--- src/ccrs_pkg.sv ---
// constants and types of the core register stack
`default_nettype none
package ccrs_pkg;
   localparam int DATA_W = 8;
   localparam int PC_W = 12;
   localparam int STK_DEPTH = 6;
   localparam int LVL_W = 3;
   localparam logic [LVL_W-1:0] STK_FULL = 3'h6;
   localparam logic [LVL_W-1:0] STK_NONE = 3'h0;
   localparam logic [7:0] ADDR_PTR0 = 8'h80;
   localparam logic [7:0] ADDR_PTR1 = 8'h81;
   localparam logic [7:0] ADDR_SD0 = 8'h82;
   localparam logic [7:0] ADDR_SD1 = 8'h83;
   localparam logic [7:0] ADDR_ACC = 8'hFF;
   localparam int NREG = 5;
   localparam logic [2:0] IDX_ACC = 3'h4;
   localparam logic [2:0] IDX_NONE = 3'h7;
   localparam logic [PC_W-1:0] PC_RESET = 12'hFFE;
   localparam logic [PC_W-1:0] PC_ONE = 12'h001;
   localparam logic [2:0] SD_CYCLES = 3'h4;
   localparam logic [2:0] CNT_ONE = 3'h1;
   localparam logic [2:0] CNT_ZERO = 3'h0;
   localparam logic [DATA_W-1:0] DATA_ZERO = 8'h00;

   typedef enum logic [3:0] {
      PC_HOLD = 4'h0, PC_NEXT = 4'h1, PC_REL = 4'h2, PC_JUMP = 4'h3,
      PC_CALL = 4'h4, PC_IRQ = 4'h5, PC_NMI = 4'h6,
      PC_SUB_EXIT = 4'h7, PC_SVC_EXIT = 4'h8
   } ccrs_pc_op_t;

   typedef enum logic [1:0] {
      CTX_NORMAL = 2'h0, CTX_IRQ = 2'h1, CTX_NMI = 2'h2
   } ccrs_ctx_t;

   typedef enum logic {SD_IDLE = 1'h0, SD_BUSY = 1'h1} ccrs_sd_state_t;

   // data-space address to register index
   function automatic logic [2:0] ccrs_reg_index(input logic [7:0] a);
      case (a)
         ADDR_PTR0: ccrs_reg_index = 3'h0;
         ADDR_PTR1: ccrs_reg_index = 3'h1;
         ADDR_SD0: ccrs_reg_index = 3'h2;
         ADDR_SD1: ccrs_reg_index = 3'h3;
         ADDR_ACC: ccrs_reg_index = IDX_ACC;
         default: ccrs_reg_index = IDX_NONE;
      endcase
   endfunction
endpackage
`default_nettype wire

--- src/ccrs_ret_stack.sv ---
// six-level return address stack
`default_nettype none
module ccrs_ret_stack
   import ccrs_pkg::*;
(
   input wire logic clk_i,
   input wire logic rst_i,
   input wire logic push_i,
   input wire logic pop_i,
   input wire logic [PC_W-1:0] push_data_i,
   output logic [PC_W-1:0] top_o,
   output logic empty_o,
   output logic [LVL_W-1:0] level_o
);
   logic [PC_W-1:0] lvl [STK_DEPTH];
   logic [LVL_W-1:0] level;

   // shift deeper on push, toward top on pop; bottom drops off
   always_ff @(posedge clk_i) begin
      if (push_i) begin
         lvl[0] <= push_data_i;
      end else if (pop_i) begin
         lvl[0] <= lvl[1];
      end
   end
   for (genvar i = 1; i < STK_DEPTH; i++) begin : g_lvl
      always_ff @(posedge clk_i) begin
         if (push_i) begin
            lvl[i] <= lvl[i-1];
         end else if (pop_i) begin
            lvl[i] <= (i == STK_DEPTH - 1) ? lvl[i] : lvl[(i+1)%STK_DEPTH];
         end
      end
   end

   // depth saturates both ways, no error reported
   always_ff @(posedge clk_i) begin
      if (rst_i) begin
         level <= STK_NONE;
      end else if (push_i && level != STK_FULL) begin
         level <= level + CNT_ONE;
      end else if (pop_i && !push_i && level != STK_NONE) begin
         level <= level - CNT_ONE;
      end
   end
   assign top_o = lvl[0];
   assign empty_o = (level == STK_NONE);
   assign level_o = level;
endmodule // ccrs_ret_stack
`default_nettype wire

--- src/ccrs_flag_bank.sv ---
// banked carry and zero pairs with context tracking
`default_nettype none
module ccrs_flag_bank
   import ccrs_pkg::*;
(
   input wire logic clk_i,
   input wire logic rst_i,
   input wire logic enter_irq_i,
   input wire logic enter_nmi_i,
   input wire logic leave_i,
   input wire logic carry_we_i,
   input wire logic carry_i,
   input wire logic zero_we_i,
   input wire logic zero_i,
   output logic carry_o,
   output logic zero_o,
   output ccrs_ctx_t ctx_o
);
   logic [2:0] carry;
   logic [2:0] zero;
   ccrs_ctx_t ctx;
   ccrs_ctx_t saved0;
   ccrs_ctx_t saved1;
   ccrs_ctx_t next_ctx;
   logic [2:0] next_carry;
   logic [2:0] next_zero;

   always_comb begin
      next_ctx = ctx;
      if (enter_nmi_i) begin
         next_ctx = CTX_NMI;
      end else if (enter_irq_i) begin
         next_ctx = CTX_IRQ;
      end else if (leave_i) begin
         next_ctx = saved0;
      end
   end

   // only the active pair is touched; switching never clears
   for (genvar i = 0; i < 3; i++) begin : g_pair
      always_comb begin
         next_carry[i] = carry[i];
         next_zero[i] = zero[i];
         if (ctx == ccrs_ctx_t'(i)) begin
            if (carry_we_i) next_carry[i] = carry_i;
            if (zero_we_i) next_zero[i] = zero_i;
         end
      end
   end

   always_ff @(posedge clk_i) begin
      if (rst_i) begin
         carry <= 3'h0;
         zero <= 3'h0;
         carry_o <= 1'h0;
         zero_o <= 1'h0;
      end else begin
         carry <= next_carry;
         zero <= next_zero;
         carry_o <= next_carry[next_ctx];
         zero_o <= next_zero[next_ctx];
      end
   end

   // two saved contexts; leaving with none saved returns to normal
   always_ff @(posedge clk_i) begin
      if (rst_i) begin
         ctx <= CTX_NMI;
         saved0 <= CTX_NORMAL;
         saved1 <= CTX_NORMAL;
      end else begin
         ctx <= next_ctx;
         if (enter_nmi_i || enter_irq_i) begin
            saved0 <= ctx;
            saved1 <= saved0;
         end else if (leave_i) begin
            saved0 <= saved1;
            saved1 <= CTX_NORMAL;
         end
      end
   end
   assign ctx_o = ctx;
endmodule // ccrs_flag_bank
`default_nettype wire

--- src/cpu_core_register_stack.sv ---
// core registers, instruction pointer, flag banks and return stack
//
// Contract
// - 8-bit accumulator also read/written as data location FFh.
// - two pointer registers mapped at data addresses 80h and 81h.
// - two short-direct registers mapped at 82h and 83h.
// - short-direct access completes in four cycles; pointers usable too.
// - 12-bit instruction pointer spans 4096 program bytes.
// - ordinary instruction advances the pointer by one.
// - relative branch adds signed offset to the pointer.
// - jump/call load target, interrupt vector, reset vector, returns pop.
// - three carry/zero pairs: normal, interrupt, non-maskable.
// - interrupt entry switches pair; service exit restores previous pair.
// - pairs keep their contents across context switches.
// - a pair is reachable only in its own context.
// - carry from arithmetic, tested bit, and rotate-left input.
// - zero set when last result is zero, else cleared.
// - reset starts in non-maskable context.
// - return stack holds six 12-bit entries outside data space.
// - call or interrupt pushes pointer, deepest entry lost.
// - return pops top into pointer, entries move up.
// - beyond six nestings stack stays deepest silently.
// - return on empty stack stays put, runs next instruction.
// - pointer and short-direct registers have no reset value.
`default_nettype none
module cpu_core_register_stack
   import ccrs_pkg::*;
#(
   parameter logic [ccrs_pkg::PC_W-1:0] RESET_VECTOR = ccrs_pkg::PC_RESET
) (
   input wire logic CLOCK_I,
   input wire logic RST_I,
   input wire logic [7:0] DS_ADDR_I,
   input wire logic [ccrs_pkg::DATA_W-1:0] DS_WDATA_I,
   input wire logic DS_WR_I,
   input wire logic DS_RD_I,
   output logic [ccrs_pkg::DATA_W-1:0] DS_RDATA_O,
   output logic DS_HIT_O,
   input wire logic SD_START_I,
   input wire logic [1:0] SD_SEL_I,
   input wire logic SD_WE_I,
   input wire logic [ccrs_pkg::DATA_W-1:0] SD_WDATA_I,
   output logic SD_DONE_O,
   output logic [ccrs_pkg::DATA_W-1:0] SD_RDATA_O,
   input wire logic ACC_WE_I,
   input wire logic [ccrs_pkg::DATA_W-1:0] ACC_WDATA_I,
   output logic [ccrs_pkg::DATA_W-1:0] ACC_O,
   input wire ccrs_pkg::ccrs_pc_op_t PC_OP_I,
   input wire logic [ccrs_pkg::PC_W-1:0] TARGET_I,
   input wire logic [ccrs_pkg::DATA_W-1:0] OFFSET_I,
   output logic [ccrs_pkg::PC_W-1:0] PC_O,
   input wire logic CARRY_WE_I,
   input wire logic CARRY_I,
   input wire logic ZERO_WE_I,
   input wire logic [ccrs_pkg::DATA_W-1:0] RESULT_I,
   output logic CARRY_O,
   output logic ZERO_O,
   output ccrs_pkg::ccrs_ctx_t CONTEXT_O
);
   import ccrs_pkg::*;

   logic [DATA_W-1:0] regs [NREG];
   logic [2:0] wr_idx;
   logic [2:0] rd_idx;
   ccrs_sd_state_t sd_state;
   logic [2:0] sd_cnt;
   logic [1:0] sd_sel;
   logic sd_we;
   logic [DATA_W-1:0] sd_wdata;
   logic sd_commit;
   logic [PC_W-1:0] pc;
   logic [PC_W-1:0] next_pc;
   logic [PC_W-1:0] rel_sum;
   logic [PC_W-1:0] stk_top;
   logic stk_empty;
   logic stk_push;
   logic stk_pop;
   logic is_return;

   assign wr_idx = ccrs_reg_index(DS_ADDR_I);
   assign rd_idx = ccrs_reg_index(DS_ADDR_I);
   assign sd_commit = (sd_state == SD_BUSY) && (sd_cnt == CNT_ZERO);

   // ---------------- data-space registers ----------------
   // no reset: contents are undefined until software writes them
   for (genvar i = 0; i < NREG; i++) begin : g_reg
      always_ff @(posedge CLOCK_I) begin
         if (DS_WR_I && wr_idx == 3'(i)) begin
            regs[i] <= DS_WDATA_I;
         end else if (sd_commit && sd_we && {1'b0, sd_sel} == 3'(i)) begin
            regs[i] <= sd_wdata;
         end else if (3'(i) == IDX_ACC && ACC_WE_I) begin
            regs[i] <= ACC_WDATA_I;
         end
      end
   end
   assign ACC_O = regs[IDX_ACC];

   // registered read port; unmapped addresses answer zero, hit low
   always_ff @(posedge CLOCK_I) begin
      if (RST_I) begin
         DS_RDATA_O <= DATA_ZERO;
         DS_HIT_O <= 1'b0;
      end else if (DS_RD_I) begin
         DS_HIT_O <= (rd_idx != IDX_NONE);
         if (rd_idx != IDX_NONE) begin
            DS_RDATA_O <= regs[rd_idx];
         end else begin
            DS_RDATA_O <= DATA_ZERO;
         end
      end else begin
         DS_HIT_O <= 1'b0;
      end
   end

   // ---------------- short-direct sequencer ----------------
   // select 0..3 reaches pointer and short-direct registers alike
   always_ff @(posedge CLOCK_I) begin
      if (RST_I) begin
         sd_state <= SD_IDLE;
         sd_cnt <= CNT_ZERO;
         sd_sel <= 2'h0;
         sd_we <= 1'b0;
         sd_wdata <= DATA_ZERO;
      end else begin
         case (sd_state)
            SD_IDLE: begin
               if (SD_START_I) begin
                  sd_state <= SD_BUSY;
                  sd_cnt <= SD_CYCLES - CNT_ONE;
                  sd_sel <= SD_SEL_I;
                  sd_we <= SD_WE_I;
                  sd_wdata <= SD_WDATA_I;
               end
            end
            SD_BUSY: begin
               if (sd_cnt == CNT_ZERO) begin
                  sd_state <= SD_IDLE;
               end else begin
                  sd_cnt <= sd_cnt - CNT_ONE;
               end
            end
            default: sd_state <= SD_IDLE;
         endcase
      end
   end

   always_ff @(posedge CLOCK_I) begin
      if (RST_I) begin
         SD_DONE_O <= 1'b0;
         SD_RDATA_O <= DATA_ZERO;
      end else begin
         SD_DONE_O <= sd_commit;
         if (sd_commit) begin
            SD_RDATA_O <= sd_we ? sd_wdata : regs[{1'b0, sd_sel}];
         end
      end
   end

   // ---------------- instruction pointer ----------------
   assign rel_sum = pc + {{(PC_W-DATA_W){OFFSET_I[DATA_W-1]}}, OFFSET_I};
   assign is_return = (PC_OP_I == PC_SUB_EXIT) || (PC_OP_I == PC_SVC_EXIT);

   always_comb begin
      next_pc = pc;
      case (PC_OP_I)
         PC_HOLD: next_pc = pc;
         PC_NEXT: next_pc = pc + PC_ONE;
         PC_REL: next_pc = rel_sum;
         PC_JUMP: next_pc = TARGET_I;
         PC_CALL: next_pc = TARGET_I;
         PC_IRQ: next_pc = TARGET_I;
         PC_NMI: next_pc = TARGET_I;
         PC_SUB_EXIT, PC_SVC_EXIT: begin
            // empty stack: fall through to the next instruction
            next_pc = stk_empty ? pc + PC_ONE : stk_top;
         end
         default: next_pc = pc;
      endcase
   end

   always_ff @(posedge CLOCK_I) begin
      if (RST_I) begin
         pc <= RESET_VECTOR;
      end else begin
         pc <= next_pc;
      end
   end
   assign PC_O = pc;

   // ---------------- return stack ----------------
   // only the pointer goes on the stack, data registers stay put
   assign stk_push = (PC_OP_I == PC_CALL) || (PC_OP_I == PC_IRQ)
      || (PC_OP_I == PC_NMI);
   assign stk_pop = is_return;

   ccrs_ret_stack u_stack (
      .clk_i(CLOCK_I),
      .rst_i(RST_I),
      .push_i(stk_push),
      .pop_i(stk_pop),
      .push_data_i(pc),
      .top_o(stk_top),
      .empty_o(stk_empty),
      .level_o()
   );

   // ---------------- flag pairs ----------------
   ccrs_flag_bank u_flags (
      .clk_i(CLOCK_I),
      .rst_i(RST_I),
      .enter_irq_i(PC_OP_I == PC_IRQ),
      .enter_nmi_i(PC_OP_I == PC_NMI),
      .leave_i(PC_OP_I == PC_SVC_EXIT),
      .carry_we_i(CARRY_WE_I),
      .carry_i(CARRY_I),
      .zero_we_i(ZERO_WE_I),
      .zero_i(RESULT_I == DATA_ZERO),
      .carry_o(CARRY_O),
      .zero_o(ZERO_O),
      .ctx_o(CONTEXT_O)
   );
endmodule // cpu_core_register_stack
`default_nettype wire

--- config.mk ---
export PLATFORM = sky130hd
export DESIGN_NAME = cpu_core_register_stack
export DESIGN_NICKNAME = d
export VERILOG_FILES = /design/src/ccrs_pkg.sv /design/src/ccrs_ret_stack.sv /design/src/ccrs_flag_bank.sv /design/src/cpu_core_register_stack.sv
export SDC_FILE = /design/constraint.sdc
export NUM_CORES = 1
export LEC_CHECK = 0
export ABC_AREA = 1
export BUFFER_PORTS_ARGS = -buffer_cell sky130_fd_sc_hd__clkbuf_2
export CAP_MARGIN = 20
export CORE_AREA = 2 2 134 136
export CTS_BUF_LIST = sky130_fd_sc_hd__clkbuf_4
export DETAILED_ROUTE_END_ITERATION = 8
export DIE_AREA = 0 0 136 138
export PLACE_DENSITY = 0.87
export SYNTH_ARGS = -nofsm -noshare
export SYNTH_HDL_FRONTEND = slang
export SYNTH_SLANG_ARGS = --single-unit
export TNS_END_PERCENT = 50
--- constraint.sdc ---
create_clock -name CLOCK_I -period 4.8 [get_ports CLOCK_I]
set_input_delay 0.24 -clock CLOCK_I [delete_from_list [all_inputs] [get_ports CLOCK_I]]
set_output_delay 0.24 -clock CLOCK_I [all_outputs]
set_load 0.01 [all_outputs]
## Word level (Yosys, flattened, before mapping)

Memory sizes are Yosys's and may differ from the RTL's. A register that Yosys moved wholly into a read port is not among the register bits.
Cells that the tools add are included.

- Bits in registers: 62
- RAM bits: 112
- Bits of input ports: 76
- Output and inout bits: 42
- Logic and storage cells: 178
- Memories: 2

Memories:

| name | depth | width | rd ports | clocked after Yosys merged registers in | wr ports | RTL line | RTL |
|---|---|---|---|---|---|---|---|
| u_stack.lvl | 6 | 12 | 6 | 0 | 6 | ccrs_ret_stack.sv:15 | `logic [PC_W-1:0] lvl [STK_DEPTH];` |
| regs | 5 | 8 | 3 | 1 | 5 | cpu_core_register_stack.sv:62 | `logic [DATA_W-1:0] regs [NREG];` |

- Add/subtract/negate cells: 5
- Magnitude comparators: 1
- Equality and inequality tests: 26
- Muxes and demuxes: 79
- Bitwise operators: 13
- Reduce and logical (&&, ||, !) cells: 34

Operators with widths:

| kind | number |
|---|---|
| 2-to-1 mux 12 bit | 7 |
| 2-to-1 mux 8 bit | 7 |
| case mux 12 bit (4 select lines) | 1 |
| 2-to-1 mux 1 bit | 46 |
| == test 8 bit (second input constant) | 5 |
| 2-to-1 mux 3 bit | 6 |
| == test 4 x 3 -> 1 bit (second input constant) | 4 |
| case mux 3 bit (5 select lines) | 1 |
| logical AND 1 bit | 14 |
| 2-to-1 mux 2 bit | 7 |
| adder 12 x 1 -> 12 bit (second input constant) | 1 |
| adder 12 bit | 1 |
| OR 1 bit | 11 |
| zero test 3 bit | 3 |
| == test 4 x 2 -> 1 bit (second input constant) | 2 |
| zero test 8 bit | 1 |
| == test 2 bit (second input constant) | 3 |
| == test 3 x 2 -> 1 bit (second input constant) | 2 |
| != test 3 bit (second input constant) | 2 |
| case mux 3 bit (2 select lines) | 1 |
| subtractor 3 x 1 -> 3 bit (second input constant) | 2 |
| binary-select mux 1 bit (select 2 bit) | 2 |
| == test 2 x 1 -> 1 bit (second input constant) | 2 |
| == test 4 x 1 -> 1 bit (second input constant) | 1 |
| other kinds (17) | 26 |

## Longest topological paths before layout

- Depth in word-level cells: 8
- Depth in mapped cells: 12
- Depth with buffers taken out: 12

## By module

Synthesis repeated with hierarchy kept, for this count alone.

- Cell total of the unflattened synthesis: 1191
- Area, all modules: 9414.0 um^2

Modules (own cells, without submodules):

| module | times used | cells each | area each (um^2) | sequential area each (um^2) |
|---|---|---|---|---|
| cpu_core_register_stack | 1 | 803 | 5655.4 | 2142.1 |
| ccrs_ret_stack | 1 | 286 | 3086.7 | 2222.1 |
| ccrs_flag_bank | 1 | 102 | 671.9 | 280.3 |

## Least setup slack after synthesis

OpenSTA, ideal clock, no wires.

- Kind: input-to-reg
- From: input PC_OP_I[2]
- To: memory u_stack.lvl[0][0], enable pin
- Library setup time: 0.561 ns
- Arrival: 4.524 ns
- Required time: 4.239 ns
- Slack: -0.285 ns
- Stages on the path: 2
- Buffers on the path: 0
- Cell sequence: inv_1 o21ai_0

RTL lines:

| what | RTL line | RTL |
|---|---|---|
| start, declared | cpu_core_register_stack.sv:48 | `input wire ccrs_pkg::ccrs_pc_op_t PC_OP_I,` |
| end, declared | ccrs_ret_stack.sv:15 |  |

==> run summary <==
status: complete, no violations
Hold WC Path Type: in -> reg
RSZ-0062 raised after global routing: no
CP required: 5.12 ns
Synth warnings: 0
initial core utilization: 52.36%
sequential area share after synthesis: 50.59%
clock skew: 0.02135 ns
Vias/cell: 5.487
core area: 17,530 sq um
DP Wirelength: 16.27 mm
post-synthesis instance area: 9181 sq um
period utilization: 47.69%
RePlAce Congestion: 0.9383
Clk Latency, worst-skew pair: 0.57 ns
fill count: 1,482
die width: 136 um
Lkg Pwr: 0.004859 uW
area leader, netlist: edfxtp_1
post-synthesis instance total: 1,160
final core occ: 59.90%
clock buffers created by TritonCTS: 17
clock-pin slew on the worst setup and hold paths: 0.15 ns
# nets final: 1,382
GRT Util Overall: 24.40%
VDD IR max: 0.1870 mV
Worst setup EP type: flop
fmax: 436.9 MHz
Yosys cell types: 41
final critical-path setup slack: 2.511 ns
# IOs: 118
port bufs: 117
Max clock buf depth: 2
clock root buffer: clkbuf_4
Pins Over Slew Limit: 0
Area contributors post-synth: edfxtp_1 37%, nand2_1 16%, dfxtp_1 14%
die area: 18,770 sq um
largest net degree at the start of global routing: 68
Die H: 138 um
Syn Area/Cell: 7.915 sq um
CP Launch Type: flop
Syn Nets: 1,252
Cell Rows: 49
Pwr Density: 313.1 nW/um^2
pre-CTS setup slack: 2.224 ns
Final min period: 2.289 ns
Pwr Total: 3288 uW
sum of negative setup slack: 0 ns
first-pass iteration count of the detailed router: 6
CTS tree: built
final WL: 23.15 mm
FF+latch count, synth: 176
H-tree depth: 4
Crit Path Class: reg -> reg
post-route ant nets: 0
DR vias: 8,412
clk sinks: 176
vias in the first global route: 7,610
share of the synthesized area in the top cell type: 36.63%
Post-CTS Resized: 0
final hold violation count: 0
starting DRC count in detailed routing: 1,000
Max-cap violations: 0
area of the multi-input gates: 3899 sq um
initial antenna violation count: 1
layout cell share with drive strength beyond 1: 13.35%
worst hold slack: 0.02940 ns
Area growth, synth to finish: 14.39%
first-pass GRT wire length: 36.54 mm
Worst-Margin Slew: 1.067 ns
GRT overflow: 0
critical path arrival: 2.61 ns
Slew HR: 28.41%
DR DRC count: 0
critical path peak fanout: 16
WL per Instance: 15.10 um
setup violators final: 0
register area: 4644 sq um
where the power goes:
| group | switching [uW] | total [uW] | internal, uW |
|---|---|---|---|
| Sequential | 75.2 | 1790 | 1710 |
| Combinational | 396 | 616 | 220 |
| Clock | 518 | 884 | 367 |
synthesized netlist by cell type:
| library cell | number |
|---|---|
| a21oi_1 | 53 |
| a22oi_1 | 1 |
| a31oi_1 | 5 |
| and2_1 | 1 |
| buf_1 | 1 |
| buf_2 | 15 |
| buf_4 | 2 |
| buf_6 | 1 |
| clkbuf_1 | 19 |
| clkinv_1 | 1 |
| dfxtp_1 | 64 |
| edfxtp_1 | 112 |
| fa_1 | 2 |
| ha_1 | 14 |
| inv_1 | 122 |
| inv_2 | 3 |
| mux2_2 | 8 |
| mux2i_1 | 3 |
| nand2_1 | 393 |
| nand2_2 | 5 |
| nand2_4 | 2 |
| nand3_1 | 57 |
| nand3_2 | 1 |
| nand3b_1 | 2 |
| nand4_1 | 18 |
| nor2_1 | 85 |
| nor2_4 | 1 |
| nor3_1 | 7 |
| nor3_2 | 1 |
| nor3_4 | 1 |
| o211ai_1 | 19 |
| o211ai_2 | 1 |
| o21a_1 | 2 |
| o21ai_0 | 124 |
| o21ai_2 | 1 |
| o21bai_1 | 2 |
| o22ai_1 | 2 |
| or2_1 | 1 |
| or2_2 | 2 |
| xnor2_1 | 3 |
| xor2_1 | 3 |
placed cells by master, fill, tap and decap left out, types with 4 or more instances in the layout:
cell type      instances
nand2_1              393
o21ai_0              123
inv_1                122
clkbuf_2             117
edfxtp_1             112
nor2_1                85
dfxtp_1               64
nand3_1               57
a21oi_1               53
dlygate4sd3_1         30
o211ai_1              19
nand4_1               18
clkbuf_4              18
ha_1                  14
mux2_2                 8
nor3_1                 7
a31oi_1                5
nand2_2                5
clkinv_1               5
inv_6                  4
cell type report:
cell class / instances / area share (%)
sequential: 176 / 44.22
multi-input combinational: 820 / 37.12
timing repair buffer: 149 / 8.578
inverter: 126 / 4.503
tap: 229 / 2.728
clock inverter: 14 / 1.537
clock buffer: 18 / 1.287
antenna: 1 / 0.02383
stage by stage:
| stage | instances | cell area [sq um] |
|---|---|---|
| final | 1533 | 10500 |
| after global routing | 1533 | 10500 |
| after CTS | 1532 | 10500 |
| after global placement | 1470 | 9903 |
| after detailed placement | 1470 | 9903 |
| after floorplan | 1160 | 9181 |
worst paths after layout:
check                                   start            end  slack (ns)  depth (start not counted)
worst max-delay path                sd_cnt[0]     regs[2][4]        2.51                         10
worst min-delay path              SD_SEL_I[0]           flop        0.03                          3
worst min register to register  DS_RDATA_O[1]  DS_RDATA_O[1]        0.46                          2
worst max register to register      sd_cnt[0]     regs[2][4]        2.51                         10
worst max-delay path, cell delays in order (launching register included):
cell and delay [ns]:
dfxtp_1 0.33, inv_1 0.08, ha_1 0.15, ha_1 0.15
nand2_1 0.25, nor2_1 0.17, inv_1 0.10, nor3_1 0.23
nand2_1 0.34, nand2_1 0.16, o21ai_0 0.12
routing by layer:
layer | up-vias | track usage (%) | part of all wire (%) | wire length (um)
li1 | 4100 | - | - | -
met4 | 0 | 9.923 | 3.2 | 742
met5 | - | 0 | 0 | 0
met1 | 3803 | 32.50 | 42 | 9663
met3 | 78 | 5.097 | 8.1 | 1876
met2 | 431 | 38.88 | 47 | 10860
state kept, by name (all words and copies together) (netlist names), 8 cells and up, named ones only:
signal       flops
u_stack.lvl     72
regs            40
PC_O            12
DS_RDATA_O       8
SD_RDATA_O       8
sd_wdata         8
cells by family (layout without fill, tap and decap cells):
| group | count (synthesis) | in the layout | share of synthesized area, % |
|---|---|---|---|
| AOI/OAI and AO/OA | 210 | 210 | 12.32 |
| xor gates and xnor gates | 6 | 6 | 0.5725 |
| adders and majority gates | 16 | 16 | 2.344 |
| buffers and inverters | 164 | 307 | 7.073 |
| DFF | 176 | 176 | 50.59 |
| muxes | 11 | 11 | 1.308 |
| other | 0 | 1 | 0 |
| and+or+nand+nor | 577 | 577 | 25.80 |
repair_timing:
action | in CTS | in global routing
hold buffers | 30 | 0
endpoints found under the hold margin | 35 | 0
setup buffers | 0 | 0
No activity file was read; power rests on OpenSTA's default activity.
